## config.mk

```make
export PLATFORM = sky130hd
export DESIGN_NAME = sbd_core
export DESIGN_NICKNAME = d
export VERILOG_FILES = /design/src/logic/sbd_pkg.sv /design/src/logic/sbd_core.sv
export SDC_FILE = /design/constraint.sdc
export NUM_CORES = 1
export LEC_CHECK = 0
export BUFFER_PORTS_ARGS = -buffer_cell sky130_fd_sc_hd__buf_2
export CORE_ASPECT_RATIO = 1.25
export CORE_MARGIN = 5
export CORE_UTILIZATION = 40
export CTS_CLUSTER_SIZE = 24
export DETAILED_ROUTE_END_ITERATION = 6
export GPL_TIMING_DRIVEN = 0
export PLACE_DENSITY_LB_ADDON = 0.25
export SETUP_SLACK_MARGIN = 0.02
export SLEW_MARGIN = 20
export SYNTH_ARGS = -nofsm -noshare
export SYNTH_HDL_FRONTEND = slang
export SYNTH_SLANG_ARGS = --single-unit
```

## constraint.sdc

```tcl
create_clock -name i_ref_clk -period 6.7 [get_ports i_ref_clk]
set_clock_uncertainty 0.05 [all_clocks]
set_input_delay 0.335 -clock i_ref_clk [delete_from_list [all_inputs] [get_ports i_ref_clk]]
set_output_delay 0.335 -clock i_ref_clk [all_outputs]
set_load 0.01 [all_outputs]
```

## src/logic/sbd_pkg.sv

```systemverilog
package sbd_pkg;

    // hardware command opcodes
    localparam logic [7:0] OPC_ENTER_BACKGROUND = 8'h90;
    localparam logic [7:0] OPC_READ_DEBUGMAP_BYTE = 8'hE4;
    localparam logic [7:0] OPC_READ_DEBUGMAP_WORD = 8'hEC;
    localparam logic [7:0] OPC_READ_BYTE = 8'hE0;
    localparam logic [7:0] OPC_READ_WORD = 8'hE8;
    localparam logic [7:0] OPC_WRITE_DEBUGMAP_BYTE = 8'hC4;
    localparam logic [7:0] OPC_WRITE_DEBUGMAP_WORD = 8'hCC;
    localparam logic [7:0] OPC_WRITE_BYTE = 8'hC0;
    localparam logic [7:0] OPC_WRITE_WORD = 8'hC8;
    // opcode bit positions that select direction, debug map and word size
    localparam int OPC_DBGMAP_BIT = 2;
    localparam int OPC_WORD_BIT = 3;
    localparam int OPC_READ_BIT = 5;

    // debug map addresses
    localparam logic [15:0] ADDR_DBG_MAP_BASE = 16'hFF00;
    localparam logic [15:0] ADDR_DBG_REG_LAST = 16'hFF06;
    localparam logic [15:0] ADDR_DBG_INSTR = 16'hFF00;
    localparam logic [15:0] ADDR_DBG_STATUS = 16'hFF01;
    localparam logic [15:0] ADDR_DBG_SHIFT = 16'hFF02;
    localparam logic [15:0] ADDR_DBG_ADDRESS = 16'hFF04;
    localparam int STAT_FW_ENABLE_BIT = 7;
    localparam int STAT_ACTIVE_BIT = 6;

    // serial bit timing, in bus clock cycles from the perceived bit start
    localparam logic [3:0] BIT_NOMINAL_CYC = 4'hF;
    localparam logic [3:0] RX_SAMPLE_CYC = 4'hA;
    localparam logic [3:0] TX_ONE_SPEEDUP_CYC = 4'h7;
    localparam logic [3:0] TX_ZERO_LOW_CYC = 4'hD;
    localparam logic [9:0] TIMEOUT_CYC = 10'h200 - 10'h001;
    localparam logic [7:0] STEAL_WAIT_CYC = 8'h80 - 8'h01;
    localparam logic [3:0] RESUME_DELAY_CYC = 4'h4;
    localparam logic [4:0] OPCODE_BITS = 5'h08;
    localparam logic [4:0] WORD_BITS = 5'h10;

    typedef enum logic [2:0] {
        PH_OPCODE = 3'b000,
        PH_ADDRESS = 3'b001,
        PH_WDATA = 3'b010,
        PH_ACCESS = 3'b011,
        PH_RDATA = 3'b100
    } sbd_phase_t;

    typedef struct packed {
        logic req;
        logic we;
        logic byte_acc;
        logic dbgmap;
        logic [15:0] addr;
        logic [15:0] wdata;
    } sbd_bus_t;

endpackage : sbd_pkg

```

## src/logic/sbd_core.sv

```systemverilog
`timescale 1ns/1ps
`default_nettype none

module sbd_core (
    input wire logic i_ref_clk,
    input wire logic i_reset_n,
    input wire logic i_pin,
    output logic o_pin_out,
    output logic o_pin_oe,
    input wire logic i_special_single_chip,
    input wire logic i_insn_boundary,
    input wire logic i_tag_hit,
    input wire logic i_halt_instr,
    input wire logic i_fw_go,
    input wire logic i_bus_free,
    input wire logic [15:0] i_bus_rdata,
    output sbd_pkg::sbd_bus_t o_bus,
    output logic o_cpu_freeze,
    output logic o_cpu_resume,
    output logic o_bg_active,
    output logic o_dbg_map_active,
    output logic o_periph_suspend,
    output logic o_fw_enable
);

    ////////////////////////////////////////////////////////////////////////////////
    // state

    typedef struct packed {
        logic s1;
        logic in_bit;
        logic [3:0] cnt;
        logic tx_act;
        logic tx_bit;
        logic [9:0] idle;
        sbd_pkg::sbd_phase_t phase;
        logic [4:0] bits;
        logic [7:0] opc;
        logic [15:0] addr;
        logic [15:0] shf;
        logic pin_out;
        logic pin_oe;
        logic req;
        logic [7:0] wait_cnt;
        logic freeze;
        logic fw_en;
        logic bg_act;
        logic bg_pend;
        logic [3:0] rsm_cnt;
        logic resume;
        logic strap_done;
    } sbd_state_t;

    sbd_state_t r;
    sbd_state_t next_r;

    logic fall;
    logic sample;
    logic [15:0] shifted;
    logic [7:0] new_opc;
    logic opc_rw;
    logic internal_hit;
    logic bus_go;
    logic [15:0] rd_word;
    logic [15:0] int_word;
    logic [7:0] status_byte;

    ////////////////////////////////////////////////////////////////////////////////
    // helpers

    always_comb
    begin
        // pin is synchronous here, so one flop of history keeps the start latency within a cycle
        fall = r.s1 & ~i_pin;
        sample = r.in_bit && (r.cnt == sbd_pkg::RX_SAMPLE_CYC) && !fall;
        shifted = {r.shf[14:0], i_pin};
        new_opc = shifted[7:0];
        opc_rw = 1'b1;
        unique case (new_opc)
            sbd_pkg::OPC_READ_DEBUGMAP_BYTE, sbd_pkg::OPC_READ_DEBUGMAP_WORD,
            sbd_pkg::OPC_READ_BYTE, sbd_pkg::OPC_READ_WORD:
                opc_rw = 1'b1;
            sbd_pkg::OPC_WRITE_DEBUGMAP_BYTE, sbd_pkg::OPC_WRITE_DEBUGMAP_WORD,
            sbd_pkg::OPC_WRITE_BYTE, sbd_pkg::OPC_WRITE_WORD:
                opc_rw = 1'b1;
            default:
                opc_rw = 1'b0;
        endcase
        status_byte = 8'h00;
        status_byte[sbd_pkg::STAT_FW_ENABLE_BIT] = r.fw_en;
        status_byte[sbd_pkg::STAT_ACTIVE_BIT] = r.bg_act;
        // debug registers are served here; the ROM above them goes out on the bus
        internal_hit = r.opc[sbd_pkg::OPC_DBGMAP_BIT]
            && (r.addr >= sbd_pkg::ADDR_DBG_MAP_BASE)
            && (r.addr <= sbd_pkg::ADDR_DBG_REG_LAST);
        unique case ({r.addr[15:1], 1'b0})
            sbd_pkg::ADDR_DBG_INSTR:
                int_word = {r.opc, status_byte};
            sbd_pkg::ADDR_DBG_SHIFT:
                int_word = r.shf;
            sbd_pkg::ADDR_DBG_ADDRESS:
                int_word = r.addr;
            default:
                int_word = 16'h0000;
        endcase
        rd_word = internal_hit ? int_word : i_bus_rdata;
        if (!r.opc[sbd_pkg::OPC_WORD_BIT])
        begin
            rd_word = r.addr[0] ? {8'h00, rd_word[7:0]} : {rd_word[15:8], 8'h00};
        end
        bus_go = r.req && (i_bus_free || r.freeze);
    end

    ////////////////////////////////////////////////////////////////////////////////
    // next state

    always_comb
    begin
        next_r = r;
        next_r.s1 = i_pin;
        next_r.resume = 1'b0;

        // bit timer restarts on each host falling edge
        if (fall)
        begin
            next_r.in_bit = 1'b1;
            next_r.cnt = 4'h0;
            next_r.tx_act = (r.phase == sbd_pkg::PH_RDATA);
            next_r.tx_bit = r.shf[15];
        end
        else if (r.in_bit)
        begin
            if (r.cnt == sbd_pkg::BIT_NOMINAL_CYC)
            begin
                next_r.in_bit = 1'b0;
                next_r.tx_act = 1'b0;
            end
            else
            begin
                next_r.cnt = r.cnt + 4'h1;
            end
        end

        // serial command sequencing
        if (sample)
        begin
            unique case (r.phase)
                sbd_pkg::PH_OPCODE:
                begin
                    next_r.shf = shifted;
                    next_r.bits = r.bits + 5'h01;
                    if (r.bits == sbd_pkg::OPCODE_BITS - 5'h01)
                    begin
                        next_r.bits = 5'h00;
                        next_r.opc = new_opc;
                        if (new_opc == sbd_pkg::OPC_ENTER_BACKGROUND && r.fw_en)
                        begin
                            next_r.bg_pend = 1'b1;
                        end
                        if (opc_rw)
                        begin
                            next_r.phase = sbd_pkg::PH_ADDRESS;
                        end
                    end
                end
                sbd_pkg::PH_ADDRESS:
                begin
                    next_r.shf = shifted;
                    next_r.bits = r.bits + 5'h01;
                    if (r.bits == sbd_pkg::WORD_BITS - 5'h01)
                    begin
                        next_r.bits = 5'h00;
                        next_r.addr = shifted;
                        // word accesses are forced onto an even address
                        if (r.opc[sbd_pkg::OPC_WORD_BIT])
                        begin
                            next_r.addr[0] = 1'b0;
                        end
                        if (r.opc[sbd_pkg::OPC_READ_BIT])
                        begin
                            next_r.phase = sbd_pkg::PH_ACCESS;
                            next_r.req = 1'b1;
                        end
                        else
                        begin
                            next_r.phase = sbd_pkg::PH_WDATA;
                        end
                    end
                end
                sbd_pkg::PH_WDATA:
                begin
                    next_r.shf = shifted;
                    next_r.bits = r.bits + 5'h01;
                    if (r.bits == sbd_pkg::WORD_BITS - 5'h01)
                    begin
                        next_r.bits = 5'h00;
                        next_r.phase = sbd_pkg::PH_ACCESS;
                        next_r.req = 1'b1;
                    end
                end
                sbd_pkg::PH_RDATA:
                begin
                    next_r.shf = {r.shf[14:0], 1'b0};
                    next_r.bits = r.bits + 5'h01;
                    if (r.bits == sbd_pkg::WORD_BITS - 5'h01)
                    begin
                        next_r.bits = 5'h00;
                        next_r.phase = sbd_pkg::PH_OPCODE;
                    end
                end
                sbd_pkg::PH_ACCESS:
                begin
                    // host edges during the access are ignored
                end
            endcase
        end

        // memory access: own registers at once, otherwise a free or stolen bus cycle
        if (r.phase == sbd_pkg::PH_ACCESS && (internal_hit || bus_go))
        begin
            next_r.req = 1'b0;
            next_r.freeze = 1'b0;
            next_r.wait_cnt = 8'h00;
            next_r.phase = r.opc[sbd_pkg::OPC_READ_BIT] ? sbd_pkg::PH_RDATA : sbd_pkg::PH_OPCODE;
            if (r.opc[sbd_pkg::OPC_READ_BIT])
            begin
                next_r.shf = rd_word;
            end
            else if (internal_hit && r.addr[15:1] == sbd_pkg::ADDR_DBG_STATUS[15:1])
            begin
                // status lives in the low byte of the even word
                next_r.fw_en = r.shf[sbd_pkg::STAT_FW_ENABLE_BIT];
            end
        end
        else if (r.req)
        begin
            next_r.wait_cnt = r.wait_cnt + 8'h01;
            if (r.wait_cnt == sbd_pkg::STEAL_WAIT_CYC)
            begin
                next_r.freeze = 1'b1;
            end
        end

        // inactivity time-out; an access still waiting is abandoned too
        if (fall)
        begin
            next_r.idle = 10'h000;
        end
        else if (r.idle == sbd_pkg::TIMEOUT_CYC)
        begin
            next_r.idle = 10'h000;
            next_r.phase = sbd_pkg::PH_OPCODE;
            next_r.bits = 5'h00;
            next_r.opc = 8'h00;
            next_r.req = 1'b0;
            next_r.freeze = 1'b0;
            next_r.wait_cnt = 8'h00;
        end
        else
        begin
            next_r.idle = r.idle + 10'h001;
        end

        // pin drive, computed ahead so the pin comes from a flop
        next_r.pin_oe = 1'b0;
        next_r.pin_out = 1'b0;
        if (next_r.tx_act)
        begin
            if (next_r.tx_bit)
            begin
                next_r.pin_oe = (next_r.cnt == sbd_pkg::TX_ONE_SPEEDUP_CYC);
                next_r.pin_out = 1'b1;
            end
            else
            begin
                next_r.pin_oe = (next_r.cnt <= sbd_pkg::TX_ZERO_LOW_CYC);
                next_r.pin_out = (next_r.cnt == sbd_pkg::TX_ZERO_LOW_CYC);
            end
        end

        // firmware exit goes first so that an activation in the same cycle still wins
        if (i_fw_go)
        begin
            next_r.bg_act = 1'b0;
        end
        // background activation
        if (r.bg_pend && i_insn_boundary)
        begin
            next_r.bg_pend = 1'b0;
            next_r.bg_act = 1'b1;
        end
        if (i_tag_hit || i_halt_instr)
        begin
            if (r.fw_en)
            begin
                next_r.bg_act = 1'b1;
            end
            else
            begin
                next_r.rsm_cnt = sbd_pkg::RESUME_DELAY_CYC;
            end
        end
        if (r.rsm_cnt != 4'h0)
        begin
            next_r.rsm_cnt = r.rsm_cnt - 4'h1;
            next_r.resume = (r.rsm_cnt == 4'h1);
        end
        // strap caught on the first clock after reset release
        if (!r.strap_done)
        begin
            next_r.strap_done = 1'b1;
            if (i_special_single_chip)
            begin
                next_r.fw_en = 1'b1;
                next_r.bg_act = 1'b1;
            end
        end
    end

    ////////////////////////////////////////////////////////////////////////////////
    // registers

    always_ff @(posedge i_ref_clk or negedge i_reset_n)
    begin
        if (!i_reset_n)
        begin
            r <= '0;
            r.s1 <= 1'b1;
            r.phase <= sbd_pkg::PH_OPCODE;
        end
        else
        begin
            r <= next_r;
        end
    end

    ////////////////////////////////////////////////////////////////////////////////
    // outputs

    assign o_pin_out = r.pin_out;
    assign o_pin_oe = r.pin_oe;
    assign o_bus.req = r.req;
    assign o_bus.we = ~r.opc[sbd_pkg::OPC_READ_BIT];
    assign o_bus.byte_acc = ~r.opc[sbd_pkg::OPC_WORD_BIT];
    assign o_bus.dbgmap = r.opc[sbd_pkg::OPC_DBGMAP_BIT];
    assign o_bus.addr = r.addr;
    assign o_bus.wdata = r.shf;
    assign o_cpu_freeze = r.freeze;
    assign o_cpu_resume = r.resume;
    assign o_bg_active = r.bg_act;
    assign o_dbg_map_active = r.bg_act;
    assign o_periph_suspend = r.bg_act;
    assign o_fw_enable = r.fw_en;

endmodule : sbd_core

`default_nettype wire

```

==> metrics.txt <==
global-route wire length before repair=19.61 mm; register area share after synthesis=44.91%; die span in x=108.5 µm; largest area contributor in the netlist=dfrtp_1; gr ovfl total=0; M1 wire length=5.229 mm; RSZ-0062 raised after global routing=no; area grow syn2layout=18.31%; PwrDens=222.5 nW/µm²; # H-tree levels=3; maximum fanout along the worst path=10; DRC viols=0; Synth Net Count=521; post-route ant nets=0; Starting Density=40.45%; metal3 WL=499 µm; max-cap violations=0; worst r2r src=r[61]; clk root buf=clkbuf_16; most common cell in the netlist=dfrtp_1; Core Box Area=11990 µm²; routed wire length=11.91 mm; Seq cells post-synth=87; Synth async-reset ratio=100.0%; worst-case hold slack=0.1354 ns; area share of the largest cell type after synthesis=44.36%; actual slew at the worst max-slew pin=0.7738 ns; CTS tree=done; Main synth FF type=dfrtp_1; num rows=45; synthesized cell area=4851 µm²; status=finished clean; Final nets=602; Crit. End Element=register; Die Area=14440 µm²; number of synthesized flops with an enable pin=0; CP max-delay cell=nor4_4; final hold violation count=0; Post-Syn Area per Cell=9.920 µm²; reg2reg path depth=7; initial antenna violation count=0; CP required=6.87 ns; VDD IR-drop max=0.0001259 V; clk_lat worst skew=0.34 ns; worst hold path class=input port to register; Distinct cells, synth=60; Post-Synthesis Cells=489; wire length per cell=16.14 µm; crit path launch type=register; Critical Path Most Common Cell=ha_1; Final Wtd Congestion=0.8843; crit path kind=register to register; design area=5739 µm²; Critical Path AT=2.85 ns; vias per inst=5.241; Die Height=133.1 µm; Pins Over Slew Limit=0; Syn. warnings=0; slew margin rel.=47.94%; Ant. Diodes=0; CTS Buf Count=9; highest signal layer in the routed design=met4; CP max stage delay=0.63 ns; number of top-level pins=69; crit path to=o_bus[25]; P_leak=0.002849 µW; post-CTS setup buffer count=0; reg2reg end=o_bus[25]; met2 WL=5.936 mm; post-CTS sizing=0; DRT Pass-1 Iters=4; share of layout cells above drive strength 1=26.83%; dpl cell area=5430 µm²; final period utilization=39.98%; R2R Setup Slk=4.02 ns; largest net degree at the start of global routing=63; Synth top cells by count=dfrtp_1 (86), nor2_1 (52), mux2i_1 (44); Setup Viol. Count Final=0; f_max=373.3 MHz; CTS Sinks=87; GR Util All Layers=17.13%; Sum Neg Setup Slack=0 ns; Worst-path clk slew=0.06 ns; clk buf depth=2; vias in the first global route=3914; DP Wirelength=8.568 mm; # hold bufs at CTS=1; ranking of synthesized cells by area=dfrtp_1 (44%), mux2i_1 (9.1%), buf_4 (5.7%); clock period minus worst slack=2.679 ns; Worst Setup SP=r[61]; Vias=3868; port buffer count=68; 1st-iter DRT viols=215; cell chain of the critical path=ha_1 > and3_1 > ha_1 > nand2b_1 > nor4_4 > buf_6 > mux2_4
stage by stage:
stage | cells | setup slack (ns) | total power, µW | util [%]
finish | 738 | 4.021 | 1277 | 47.86
global route | 738 | 3.895 | 1337 | 47.86
CTS | 738 | 4.045 | 1288 | 47.86
detailed placement | 722 | 4.061 | 780.9 | 45.28
global placement | 721 | 4.110 | 770.6 | 45.00
floorplan | 489 | 4.528 | 717.6 | -
power breakdown:
group	internal (µW)	switching, µW	total, µW
Sequential	561	49.4	610
Clock	307	197	504
Combinational	78.2	84.8	163
critical path, delay by kind of cell (launching register included):
family	cells	cell delay, ns
fa+ha+maj	2	0.49
buf+inv	1	0.27
flops	1	0.38
mux	1	0.31
simple gates	3	1.06
registers in the layout (all words and copies together), names as in the netlist:
name	count
o_pin_oe	1
o_bus	34
o_cpu_resume	1
o_fw_enable	1
o_cpu_freeze	1
o_pin_out	1
o_bg_active	1
r	47
how the worst min path moves through the flow:
stage | start | end | depth (start not counted) | slack (ns)
after global placement | r[69] | r[69] | 1 | 0.43
final | i_pin | r[86] | 1 | 0.14
after global routing | i_pin | r[86] | 1 | 0.13
after CTS | i_pin | r[86] | 1 | 0.13
after floorplan | i_reset_n | o_bg_active | 0 | -0.01
after detailed placement | i_reset_n | r[74] | 1 | 0.17
final cells by class:
cell class	instances	area [µm²]
Buffer	59	385.4
Clock buffer	12	256.5
Clock inverter	3	42.54
Fill cell	1144	6254
Inverter	14	52.55
Multi-Input combinational cell	329	2235
Sequential cell	87	2178
Tap cell	164	205.2
Timing Repair Buffer	70	384.1
layer usage:
metal	global-route usage (%)	up-vias
met4	6.596	0
li1	-	1858
met2	28.18	85
met3	3.005	20
met5	0	-
met1	22.33	1905
logic make-up after synthesis:
logic type | synth area share [%]
mux | 13.41
xor+xnor | 2.528
other cells | 0.07731
flops | 44.91
buf+inv | 9.028
simple gates | 17.64
compound gates | 10.19
fa+ha+maj | 2.218
layout by cell type, fill, tap and decap left out, types with 2 or more instances in the layout:
cell       Yosys  routed
o21ai_0       21      21
nor4b_1        2       2
ha_1           7       7
nand2b_1       5       5
nand2_1       33      33
nand4_1       10      10
nor4_1         4       4
a21o_1         2       2
or3_1          6       6
a211oi_1       3       3
mux2i_1       44      44
clkbuf_8       0       2
nor2_1        52      52
nand3_1       13      13
a311oi_1       2       2
and4_1         3       3
o22ai_1        8       8
buf_2          8      75
buf_6          2       3
buf_4         37      37
nor3_1         8       8
a31oi_1       11      11
mux2_2         8       8
nor3b_1        2       2
clkbuf_1      11      12
dfrtp_1       86      86
clkbuf_16      0       9
a21oi_1       23      23
xor2_1         6       6
mux2_4         8       8
nor2b_1        7       7
o31ai_1        2       2
xnor2_1        8       8
and3_1         5       5
maj3_1         2       2
inv_1         14      14
No activity file was read; power rests on OpenSTA's default activity.
